$ cat config.mk
export PLATFORM = sky130hd
export DESIGN_NAME = contact_number_selector
export DESIGN_NICKNAME = d
export VERILOG_FILES = /design/src/verilog/contact_sel_pkg.sv /design/src/verilog/rst_sync.sv /design/src/verilog/contact_decode.sv /design/src/verilog/contact_number_selector.sv
export SDC_FILE = /design/constraint.sdc
export NUM_CORES = 1
export LEC_CHECK = 0
export ABC_AREA = 0
export BUFFER_PORTS_ARGS = -buffer_cell sky130_fd_sc_hd__buf_2
export CAP_MARGIN = 20
export CORE_MARGIN = 1
export CORE_UTILIZATION = 55
export CTS_CLUSTER_SIZE = 12
export DETAILED_ROUTE_END_ITERATION = 16
export PLACE_DENSITY = 0.81
export SLEW_MARGIN = 5
export SYNTH_ARGS = -nofsm -noshare
export SYNTH_HDL_FRONTEND = slang
export SYNTH_SLANG_ARGS = --single-unit
$ cat constraint.sdc
create_clock -name clk -period 2.4 [get_ports clk]
set_clock_uncertainty 0.1 [all_clocks]
set_input_delay 0.12 -clock clk [delete_from_list [all_inputs] [get_ports clk]]
set_output_delay 0.12 -clock clk [all_outputs]
set_load 0.02 [all_outputs]
$ cat src/verilog/contact_sel_pkg.sv
package contact_sel_pkg;

   // ***********************************************************
   // Widths
   // ***********************************************************
   localparam int NUM_W = 3;
   localparam int ADDR_W = 5;
   localparam int DATA_W = 32;

   // ***********************************************************
   // Register byte offsets
   // ***********************************************************
   localparam logic [ADDR_W-1:0] OFS_METHOD = 5'h00;
   localparam logic [ADDR_W-1:0] OFS_ASSIGN = 5'h04;
   localparam logic [ADDR_W-1:0] OFS_ZONE = 5'h08;
   localparam logic [ADDR_W-1:0] OFS_PATTERN = 5'h0c;
   localparam logic [ADDR_W-1:0] OFS_GROUP = 5'h10;
   localparam logic [ADDR_W-1:0] OFS_PRESET = 5'h14;
   localparam logic [ADDR_W-1:0] OFS_LOCAL = 5'h18;
   localparam logic [ADDR_W-1:0] OFS_STATUS = 5'h1c;

   // ***********************************************************
   // Field positions
   // ***********************************************************
   localparam int METHOD_PAT_POS = 0;
   localparam int METHOD_GRP_POS = 1;
   localparam int METHOD_PRE_POS = 2;
   localparam int ASSIGN_PAT_POS = 0;
   localparam int ASSIGN_GRP_POS = 3;
   localparam int ASSIGN_PRE_POS = 6;
   localparam int STAT_PAT_LOCK_POS = 9;
   localparam int STAT_GRP_LOCK_POS = 10;
   localparam int STAT_PRE_LOCK_POS = 11;
   localparam int STAT_ACT_GRP_POS = 12;

   // ***********************************************************
   // Reset values and ranges
   // ***********************************************************
   localparam logic [2:0] METHOD_RST = 3'h0;
   localparam logic [8:0] ASSIGN_RST = 9'h1ff;
   localparam logic [2:0] ZONE_RST = 3'h0;
   localparam logic [NUM_W-1:0] NUM_RST = 3'h1;
   localparam logic [2:0] ZONE_LOCAL = 3'h5;
   localparam int PATTERN_MAX = 4;
   localparam int GROUP_MAX = 4;
   localparam int PRESET_MAX = 5;

   typedef enum logic {
      METHOD_BINARY = 1'b0,
      METHOD_PLUS_ONE = 1'b1
   } method_e;

endpackage

$ cat src/verilog/rst_sync.sv
`timescale 1ns/1ps
module rst_sync
(
   input wire logic clk,
   input wire logic rstn,
   output logic rstn_sync
);
   logic meta_ff;
   logic sync_ff;

   always_ff @(posedge clk or negedge rstn)
   begin
      if (!rstn)
      begin
         meta_ff <= 1'b0;
         sync_ff <= 1'b0;
      end
      else
      begin
         meta_ff <= 1'b1;
         sync_ff <= meta_ff;
      end
   end

   assign rstn_sync = sync_ff;
endmodule // rst_sync

$ cat src/verilog/contact_decode.sv
`timescale 1ns/1ps
module contact_decode
#(
   parameter int MAX_NUM = 4
)
(
   input wire logic [contact_sel_pkg::NUM_W-1:0] code,
   input wire contact_sel_pkg::method_e method,
   output logic num_valid,
   output logic [contact_sel_pkg::NUM_W-1:0] num,
   output logic ext_lock
);
   import contact_sel_pkg::*;

   localparam logic [NUM_W:0] MAX_V = (NUM_W+1)'(MAX_NUM);

   // Plus-one coding must still fit the number field
   generate
      if (MAX_NUM < 1 || MAX_NUM > 7)
      begin : g_bad_max
         $error("contact_decode: MAX_NUM out of range");
      end
   endgenerate

   logic [NUM_W:0] plus_one;

   always_comb
   begin
      plus_one = {1'b0, code} + (NUM_W+1)'(1);
      if (method == METHOD_BINARY)
      begin
         num_valid = (code != '0) && ({1'b0, code} <= MAX_V);
         num = code;
      end
      else
      begin
         num_valid = (plus_one <= MAX_V);
         num = plus_one[NUM_W-1:0];
      end
      ext_lock = (method == METHOD_PLUS_ONE) || (code != '0);
   end
endmodule // contact_decode

$ cat src/verilog/contact_number_selector.sv
`timescale 1ns/1ps
module contact_number_selector
(
   input wire logic clk,
   input wire logic rstn,
   input wire logic pattern_sel_bit0,
   input wire logic pattern_sel_bit1,
   input wire logic pattern_sel_bit2,
   input wire logic tune_group_bit0,
   input wire logic tune_group_bit1,
   input wire logic tune_group_bit2,
   input wire logic preset_out_bit0,
   input wire logic preset_out_bit1,
   input wire logic preset_out_bit2,
   input wire logic [contact_sel_pkg::ADDR_W-1:0] avs_address,
   input wire logic avs_read,
   input wire logic avs_write,
   input wire logic [contact_sel_pkg::DATA_W-1:0] avs_writedata,
   input wire logic [3:0] avs_byteenable,
   output logic [contact_sel_pkg::DATA_W-1:0] avs_readdata,
   output logic avs_waitrequest,
   output logic [contact_sel_pkg::NUM_W-1:0] pattern_num,
   output logic [contact_sel_pkg::NUM_W-1:0] tuning_group,
   output logic [contact_sel_pkg::NUM_W-1:0] preset_num
);
   import contact_sel_pkg::*;

   // ***********************************************************
   // Reset and declarations
   // ***********************************************************
   logic rst_n_sync;
   logic [2:0] method_ff;
   logic [8:0] assign_ff;
   logic [2:0] zone_source_setting_ff;
   logic [NUM_W-1:0] pattern_num_ff;
   logic [NUM_W-1:0] group_num_ff;
   logic [NUM_W-1:0] local_tune_group_num_ff;
   logic [NUM_W-1:0] preset_num_ff;
   logic [NUM_W-1:0] active_group_ff;
   logic waitreq_ff;
   logic [DATA_W-1:0] readdata_ff;
   logic [NUM_W-1:0] nxt_pattern_num;
   logic [NUM_W-1:0] nxt_group_num;
   logic [NUM_W-1:0] nxt_local_group;
   logic [NUM_W-1:0] nxt_preset_num;
   logic [DATA_W-1:0] nxt_readdata;
   logic [NUM_W-1:0] pat_code;
   logic [NUM_W-1:0] grp_code;
   logic [NUM_W-1:0] pre_code;
   logic pat_valid;
   logic grp_valid;
   logic pre_valid;
   logic [NUM_W-1:0] pat_dec;
   logic [NUM_W-1:0] grp_dec;
   logic [NUM_W-1:0] pre_dec;
   logic pat_lock;
   logic grp_lock;
   logic pre_lock;
   logic zone_is_local;
   logic wr_fire;
   logic wr_pat;
   logic wr_grp;
   logic wr_pre;
   logic wr_loc;
   logic wr_hi_zero;
   logic [NUM_W-1:0] wnum;

   rst_sync u_rst_sync
   (
      .clk(clk),
      .rstn(rstn),
      .rstn_sync(rst_n_sync)
   );

   // ***********************************************************
   // Contact codes and decoding
   // ***********************************************************
   // Unassigned bits forced open, closed contact is one
   assign pat_code = {pattern_sel_bit2, pattern_sel_bit1, pattern_sel_bit0}
                     & assign_ff[ASSIGN_PAT_POS +: NUM_W];
   assign grp_code = {tune_group_bit2, tune_group_bit1, tune_group_bit0}
                     & assign_ff[ASSIGN_GRP_POS +: NUM_W];
   assign pre_code = {preset_out_bit2, preset_out_bit1, preset_out_bit0}
                     & assign_ff[ASSIGN_PRE_POS +: NUM_W];

   contact_decode #(.MAX_NUM(PATTERN_MAX)) u_pat_dec
   (
      .code(pat_code),
      .method(method_e'(method_ff[METHOD_PAT_POS])),
      .num_valid(pat_valid),
      .num(pat_dec),
      .ext_lock(pat_lock)
   );

   contact_decode #(.MAX_NUM(GROUP_MAX)) u_grp_dec
   (
      .code(grp_code),
      .method(method_e'(method_ff[METHOD_GRP_POS])),
      .num_valid(grp_valid),
      .num(grp_dec),
      .ext_lock(grp_lock)
   );

   contact_decode #(.MAX_NUM(PRESET_MAX)) u_pre_dec
   (
      .code(pre_code),
      .method(method_e'(method_ff[METHOD_PRE_POS])),
      .num_valid(pre_valid),
      .num(pre_dec),
      .ext_lock(pre_lock)
   );

   // ***********************************************************
   // Bus strobes
   // ***********************************************************
   // Write lands on the edge that sees waitrequest low
   assign wr_fire = avs_write && !waitreq_ff && avs_byteenable[0];
   assign wr_pat = wr_fire && (avs_address == OFS_PATTERN);
   assign wr_grp = wr_fire && (avs_address == OFS_GROUP);
   assign wr_pre = wr_fire && (avs_address == OFS_PRESET);
   assign wr_loc = wr_fire && (avs_address == OFS_LOCAL);
   assign wr_hi_zero = (avs_writedata[DATA_W-1:NUM_W] == '0);
   assign wnum = avs_writedata[NUM_W-1:0];
   assign zone_is_local = (zone_source_setting_ff == ZONE_LOCAL);

   // Contact beats a same-cycle keypad request; bad codes hold
   function automatic logic [NUM_W-1:0] pick(
      input logic [NUM_W-1:0] cur,
      input logic dv,
      input logic [NUM_W-1:0] dn,
      input logic wr,
      input logic [NUM_W-1:0] wn,
      input logic lock,
      input logic [NUM_W:0] maxv
   );
      logic in_range;
      in_range = (wn != '0) && ({1'b0, wn} <= maxv);
      if (dv)
         pick = dn;
      else if (wr && !lock && in_range)
         pick = wn;
      else
         pick = cur;
   endfunction

   // ***********************************************************
   // Next numbers
   // ***********************************************************
   always_comb
   begin
      nxt_pattern_num = pick(pattern_num_ff, pat_valid, pat_dec, wr_pat && wr_hi_zero, wnum,
                             pat_lock, (NUM_W+1)'(PATTERN_MAX));
      nxt_group_num = pick(group_num_ff, grp_valid && !zone_is_local, grp_dec, wr_grp && wr_hi_zero,
                           wnum, grp_lock, (NUM_W+1)'(GROUP_MAX));
      nxt_local_group = pick(local_tune_group_num_ff, grp_valid && zone_is_local, grp_dec,
                             wr_loc && wr_hi_zero, wnum, grp_lock, (NUM_W+1)'(GROUP_MAX));
      nxt_preset_num = pick(preset_num_ff, pre_valid, pre_dec, wr_pre && wr_hi_zero, wnum,
                            pre_lock, (NUM_W+1)'(PRESET_MAX));
   end

   // ***********************************************************
   // Configuration registers
   // ***********************************************************
   always_ff @(posedge clk or negedge rst_n_sync)
   begin
      if (!rst_n_sync)
      begin
         method_ff <= METHOD_RST;
         assign_ff <= ASSIGN_RST;
         zone_source_setting_ff <= ZONE_RST;
      end
      else if (wr_fire)
      begin
         if (avs_address == OFS_METHOD)
            method_ff <= avs_writedata[2:0];
         if (avs_address == OFS_ASSIGN)
            assign_ff <= avs_writedata[8:0];
         if (avs_address == OFS_ZONE)
            zone_source_setting_ff <= avs_writedata[2:0];
      end
   end

   // ***********************************************************
   // Selection numbers
   // ***********************************************************
   always_ff @(posedge clk or negedge rst_n_sync)
   begin
      if (!rst_n_sync)
      begin
         pattern_num_ff <= NUM_RST;
         group_num_ff <= NUM_RST;
         local_tune_group_num_ff <= NUM_RST;
         preset_num_ff <= NUM_RST;
         active_group_ff <= NUM_RST;
      end
      else
      begin
         pattern_num_ff <= nxt_pattern_num;
         group_num_ff <= nxt_group_num;
         local_tune_group_num_ff <= nxt_local_group;
         preset_num_ff <= nxt_preset_num;
         // Local group wins only when the zone source setting is 5 (ZONE_LOCAL)
         active_group_ff <= zone_is_local ? nxt_local_group : nxt_group_num;
      end
   end

   // ***********************************************************
   // Avalon slave
   // ***********************************************************
   always_comb
   begin
      nxt_readdata = '0;
      case (avs_address)
         OFS_METHOD: nxt_readdata = DATA_W'(method_ff);
         OFS_ASSIGN: nxt_readdata = DATA_W'(assign_ff);
         OFS_ZONE: nxt_readdata = DATA_W'(zone_source_setting_ff);
         OFS_PATTERN: nxt_readdata = DATA_W'(pattern_num_ff);
         OFS_GROUP: nxt_readdata = DATA_W'(group_num_ff);
         OFS_PRESET: nxt_readdata = DATA_W'(preset_num_ff);
         OFS_LOCAL: nxt_readdata = DATA_W'(local_tune_group_num_ff);
         OFS_STATUS:
         begin
            nxt_readdata[ASSIGN_PAT_POS +: NUM_W] = pat_code;
            nxt_readdata[ASSIGN_GRP_POS +: NUM_W] = grp_code;
            nxt_readdata[ASSIGN_PRE_POS +: NUM_W] = pre_code;
            nxt_readdata[STAT_PAT_LOCK_POS] = pat_lock;
            nxt_readdata[STAT_GRP_LOCK_POS] = grp_lock;
            nxt_readdata[STAT_PRE_LOCK_POS] = pre_lock;
            nxt_readdata[STAT_ACT_GRP_POS +: NUM_W] = active_group_ff;
         end
         default: nxt_readdata = '0;
      endcase
   end

   // Fixed one wait state keeps the read path registered
   always_ff @(posedge clk or negedge rst_n_sync)
   begin
      if (!rst_n_sync)
      begin
         waitreq_ff <= 1'b1;
         readdata_ff <= '0;
      end
      else
      begin
         waitreq_ff <= !((avs_read || avs_write) && waitreq_ff);
         if (avs_read && waitreq_ff)
            readdata_ff <= nxt_readdata;
      end
   end

   assign avs_readdata = readdata_ff;
   assign avs_waitrequest = waitreq_ff;
   assign pattern_num = pattern_num_ff;
   assign tuning_group = active_group_ff;
   assign preset_num = preset_num_ff;
endmodule // contact_number_selector

==> run metrics <==
DRT Pass-1 Iters 6; Top FF cell, synth dfrtp_1; Syn Inst Count 324; sequential area share after synthesis 40.3%; vias in the first global route 2640; GRT busiest layer met2; Data arrival, critical path 2.41 ns; CP Capture Type register; layout cells sized above 1 31.2%; via-per-instance ratio 5.76; synthesized cell area 0.00303 mm²; Post-synth top cells nand2_1 (46), dfrtp_1 (33), nor2_1 (23); Worst-Margin Slew 0.528 ns; initial antenna violation count 0; FFs w/ async S/R, synth 100%; largest net degree at the start of global routing 26; ranking of synthesized cells by area dfrtp_1 (27%), dfstp_2 (13%), nand2_1 (5.7%); RSZ-0062 raised after global routing no; count of cell types in the netlist 58; DP HPWL 5.77 mm; Tcrit/Tclk final 95.1%; clock sink count 48; ANT cells 0; Die Ht 76.2 µm; clk root buf clkbuf_8; synth warn 0; CTS buffer count 5; Pwr Density 549 mW/mm²; core region area 0.00520 mm²; max-slew violations 0; DR iter-0 viols 218; Final setup viols 0; GR Layer Usage met2 46.1%; die area 0.00581 mm²; gr ovfl total 0; Post-Layout Cell Count 483; die width 76.2 µm; area leader, netlist dfrtp_1; DRT antenna net count 0; area delta synth->final 20.2%; Top Ports 96; Peak VDD IR 0.406 mV; via count 2782; Post-Route WL 7.58 mm; per-cell routed wire length 15.7 µm; outcome completed; worst min path class primary input to asynchronous set/reset pin; Leak Pwr 0.00173 µW; Max Cap Viol 0; post-layout minimum cycle time 2.28 ns; Setup CP Type primary input to register; fmax 0.438 GHz; Crit path required time 2.53 ns; grt met3 use 3.83%; Worst-path clk slew 0.09 ns; Synth Register Bits 48; most frequent cell after synthesis nand2_1; Routability Congestion 0.947; later-pin clock latency in the skew report 0.30 ns; Total Routing Usage GR 27.2%; GR Util met1 36.3%; Synth top area share 27.3%; Max Root-Sink Buffers 2; first-pass GRT wire length 12.6 mm; number of enable flip-flop cells after synthesis 0; TritonCTS clock tree yes; CP Max Fanout 12; Starting Density 58.2%; # DRC 0; Design Power 2000 µW; syn avg cell area 9.35 µm²; final setup margin 0.117 ns; IO buf count 75; # rows 26; placed cell count 466; nets 476; CTS H-tree lvls 2; Setup WS pre-CTS 0.189 ns; startpoint types primary input; setup TNS 0 ns; relative slew slack 64.8%; Hold Fails Final Rpt 0
[per-layer routing]
metal  routed length (µm)  part of all wire, %
met2                 3630                   48
met1                 3300                   44
met4                   99                  1.3
met5                    0                    0
met3                  545                  7.2
[worst max-delay path, stage by stage]
cell and delay (ns):
dlygate4sd3_1 0.53, buf_2 0.12, nor4_1 0.36, nand4_1 0.14
buf_4 0.21, or4_1 0.51, a32o_1 0.26, a31oi_1 0.15
[cells in the final DEF, fill, tap and decap left out, drive strengths merged, types with 3 or more instances in the layout]
| cell type | Yosys | final |
|---|---|---|
| a211o | 3 | 3 |
| a211oi | 5 | 5 |
| a21oi | 12 | 12 |
| a221oi | 3 | 3 |
| a22o | 3 | 3 |
| a22oi | 3 | 3 |
| a31oi | 5 | 5 |
| buf | 24 | 86 |
| clkbuf | 6 | 7 |
| conb | 2 | 18 |
| dfrtp | 33 | 33 |
| dfstp | 15 | 15 |
| dlygate4sd3 | 0 | 9 |
| ha | 10 | 10 |
| inv | 16 | 16 |
| mux2 | 11 | 11 |
| mux2i | 13 | 13 |
| nand2 | 47 | 47 |
| nand4 | 5 | 5 |
| nor2 | 23 | 23 |
| nor2b | 6 | 6 |
| nor3 | 6 | 6 |
| nor4 | 10 | 10 |
| o21ai | 22 | 22 |
| xnor2 | 4 | 4 |
[path summary, 6_finish.rpt]
path | from | end | cells after the start | slack (ns)
min reg2reg | u_rst_sync.rstn_sync$_DFF_PN0_ | preset_num[1]$_DFFE_PN0P_ | 0 | 0.14
min | rstn | u_rst_sync.rstn_sync$_DFF_PN0_ | 2 | 0.03
min in group clk | tune_group_bit0 | avs_readdata[3]$_DFFE_PN0P_ | 3 | 0.06
max in group asynchronous | u_rst_sync.rstn_sync$_DFF_PN0_ | assign_ff[3]$_DFFE_PN1P_ | 1 | 1.31
max reg2reg | assign_ff[3]$_DFFE_PN1P_ | tuning_group[0]$_DFF_PN1_ | 8 | 0.14
max | avs_writedata[7] | tuning_group[0]$_DFF_PN1_ | 8 | 0.12
[area by class of cell]
class | instances | area (µm²)
inverters | 16 | 60.1
multi-input cells | 246 | 1630
fillers | 413 | 1560
well taps | 70 | 87.6
repair buffers | 95 | 548
clock inverters | 1 | 7.51
flip-flops and latches | 48 | 1220
clock buffers | 7 | 86.3
[registers in the layout, indices dropped and copies added (netlist names)]
signal                   cells
avs_readdata                15
u_rst_sync.rstn_sync         1
local_tune_group_num_ff      3
pattern_num                  3
preset_num                   3
u_rst_sync.meta_ff           1
tuning_group                 3
assign_ff                    9
method_ff                    3
zone_source_setting_ff       3
avs_waitrequest              1
group_num_ff                 3
[stage by stage]
| stage | hold slack [ns] | util [%] | instance area (µm²) |
|---|---|---|---|
| 2_1_floorplan | -0.276 | - | 3090 |
| 3_3_place_gp | -0.195 | 66.2 | 3440 |
| 3_5_place_dp | -0.193 | 66.2 | 3440 |
| 4_1_cts | 0.0228 | 69.7 | 3630 |
| 5_1_grt | 0.0519 | 70.0 | 3640 |
| 6_report | 0.0259 | 70.0 | 3640 |
[cells by family (layout without fill, tap and decap cells)]
logic type,after synthesis,after routing,synth area share (%)
muxes,26,26,9.87
DFF,48,48,40.3
other,2,18,0.248
adders and majority gates,10,10,4.13
xor gates and xnor gates,4,4,1.16
AOI/OAI and AO/OA,73,73,15.9
buffers and inverters,46,119,8.30
and+or+nand+nor,115,115,20.1
[power by group]
part	switching (µW)	total [µW]	internal [µW]
Sequential	83.3	997	914
Clock	267	501	234
Combinational	293	500	207
[repair_timing]
action,in CTS,in global routing
endpoints found under the hold margin,9,0
setup endpoints to repair,0,3
resized for setup,0,2
hold buffers,9,0
buffers inserted,0,0
Note: power is estimated with default switching activity, not from simulation.
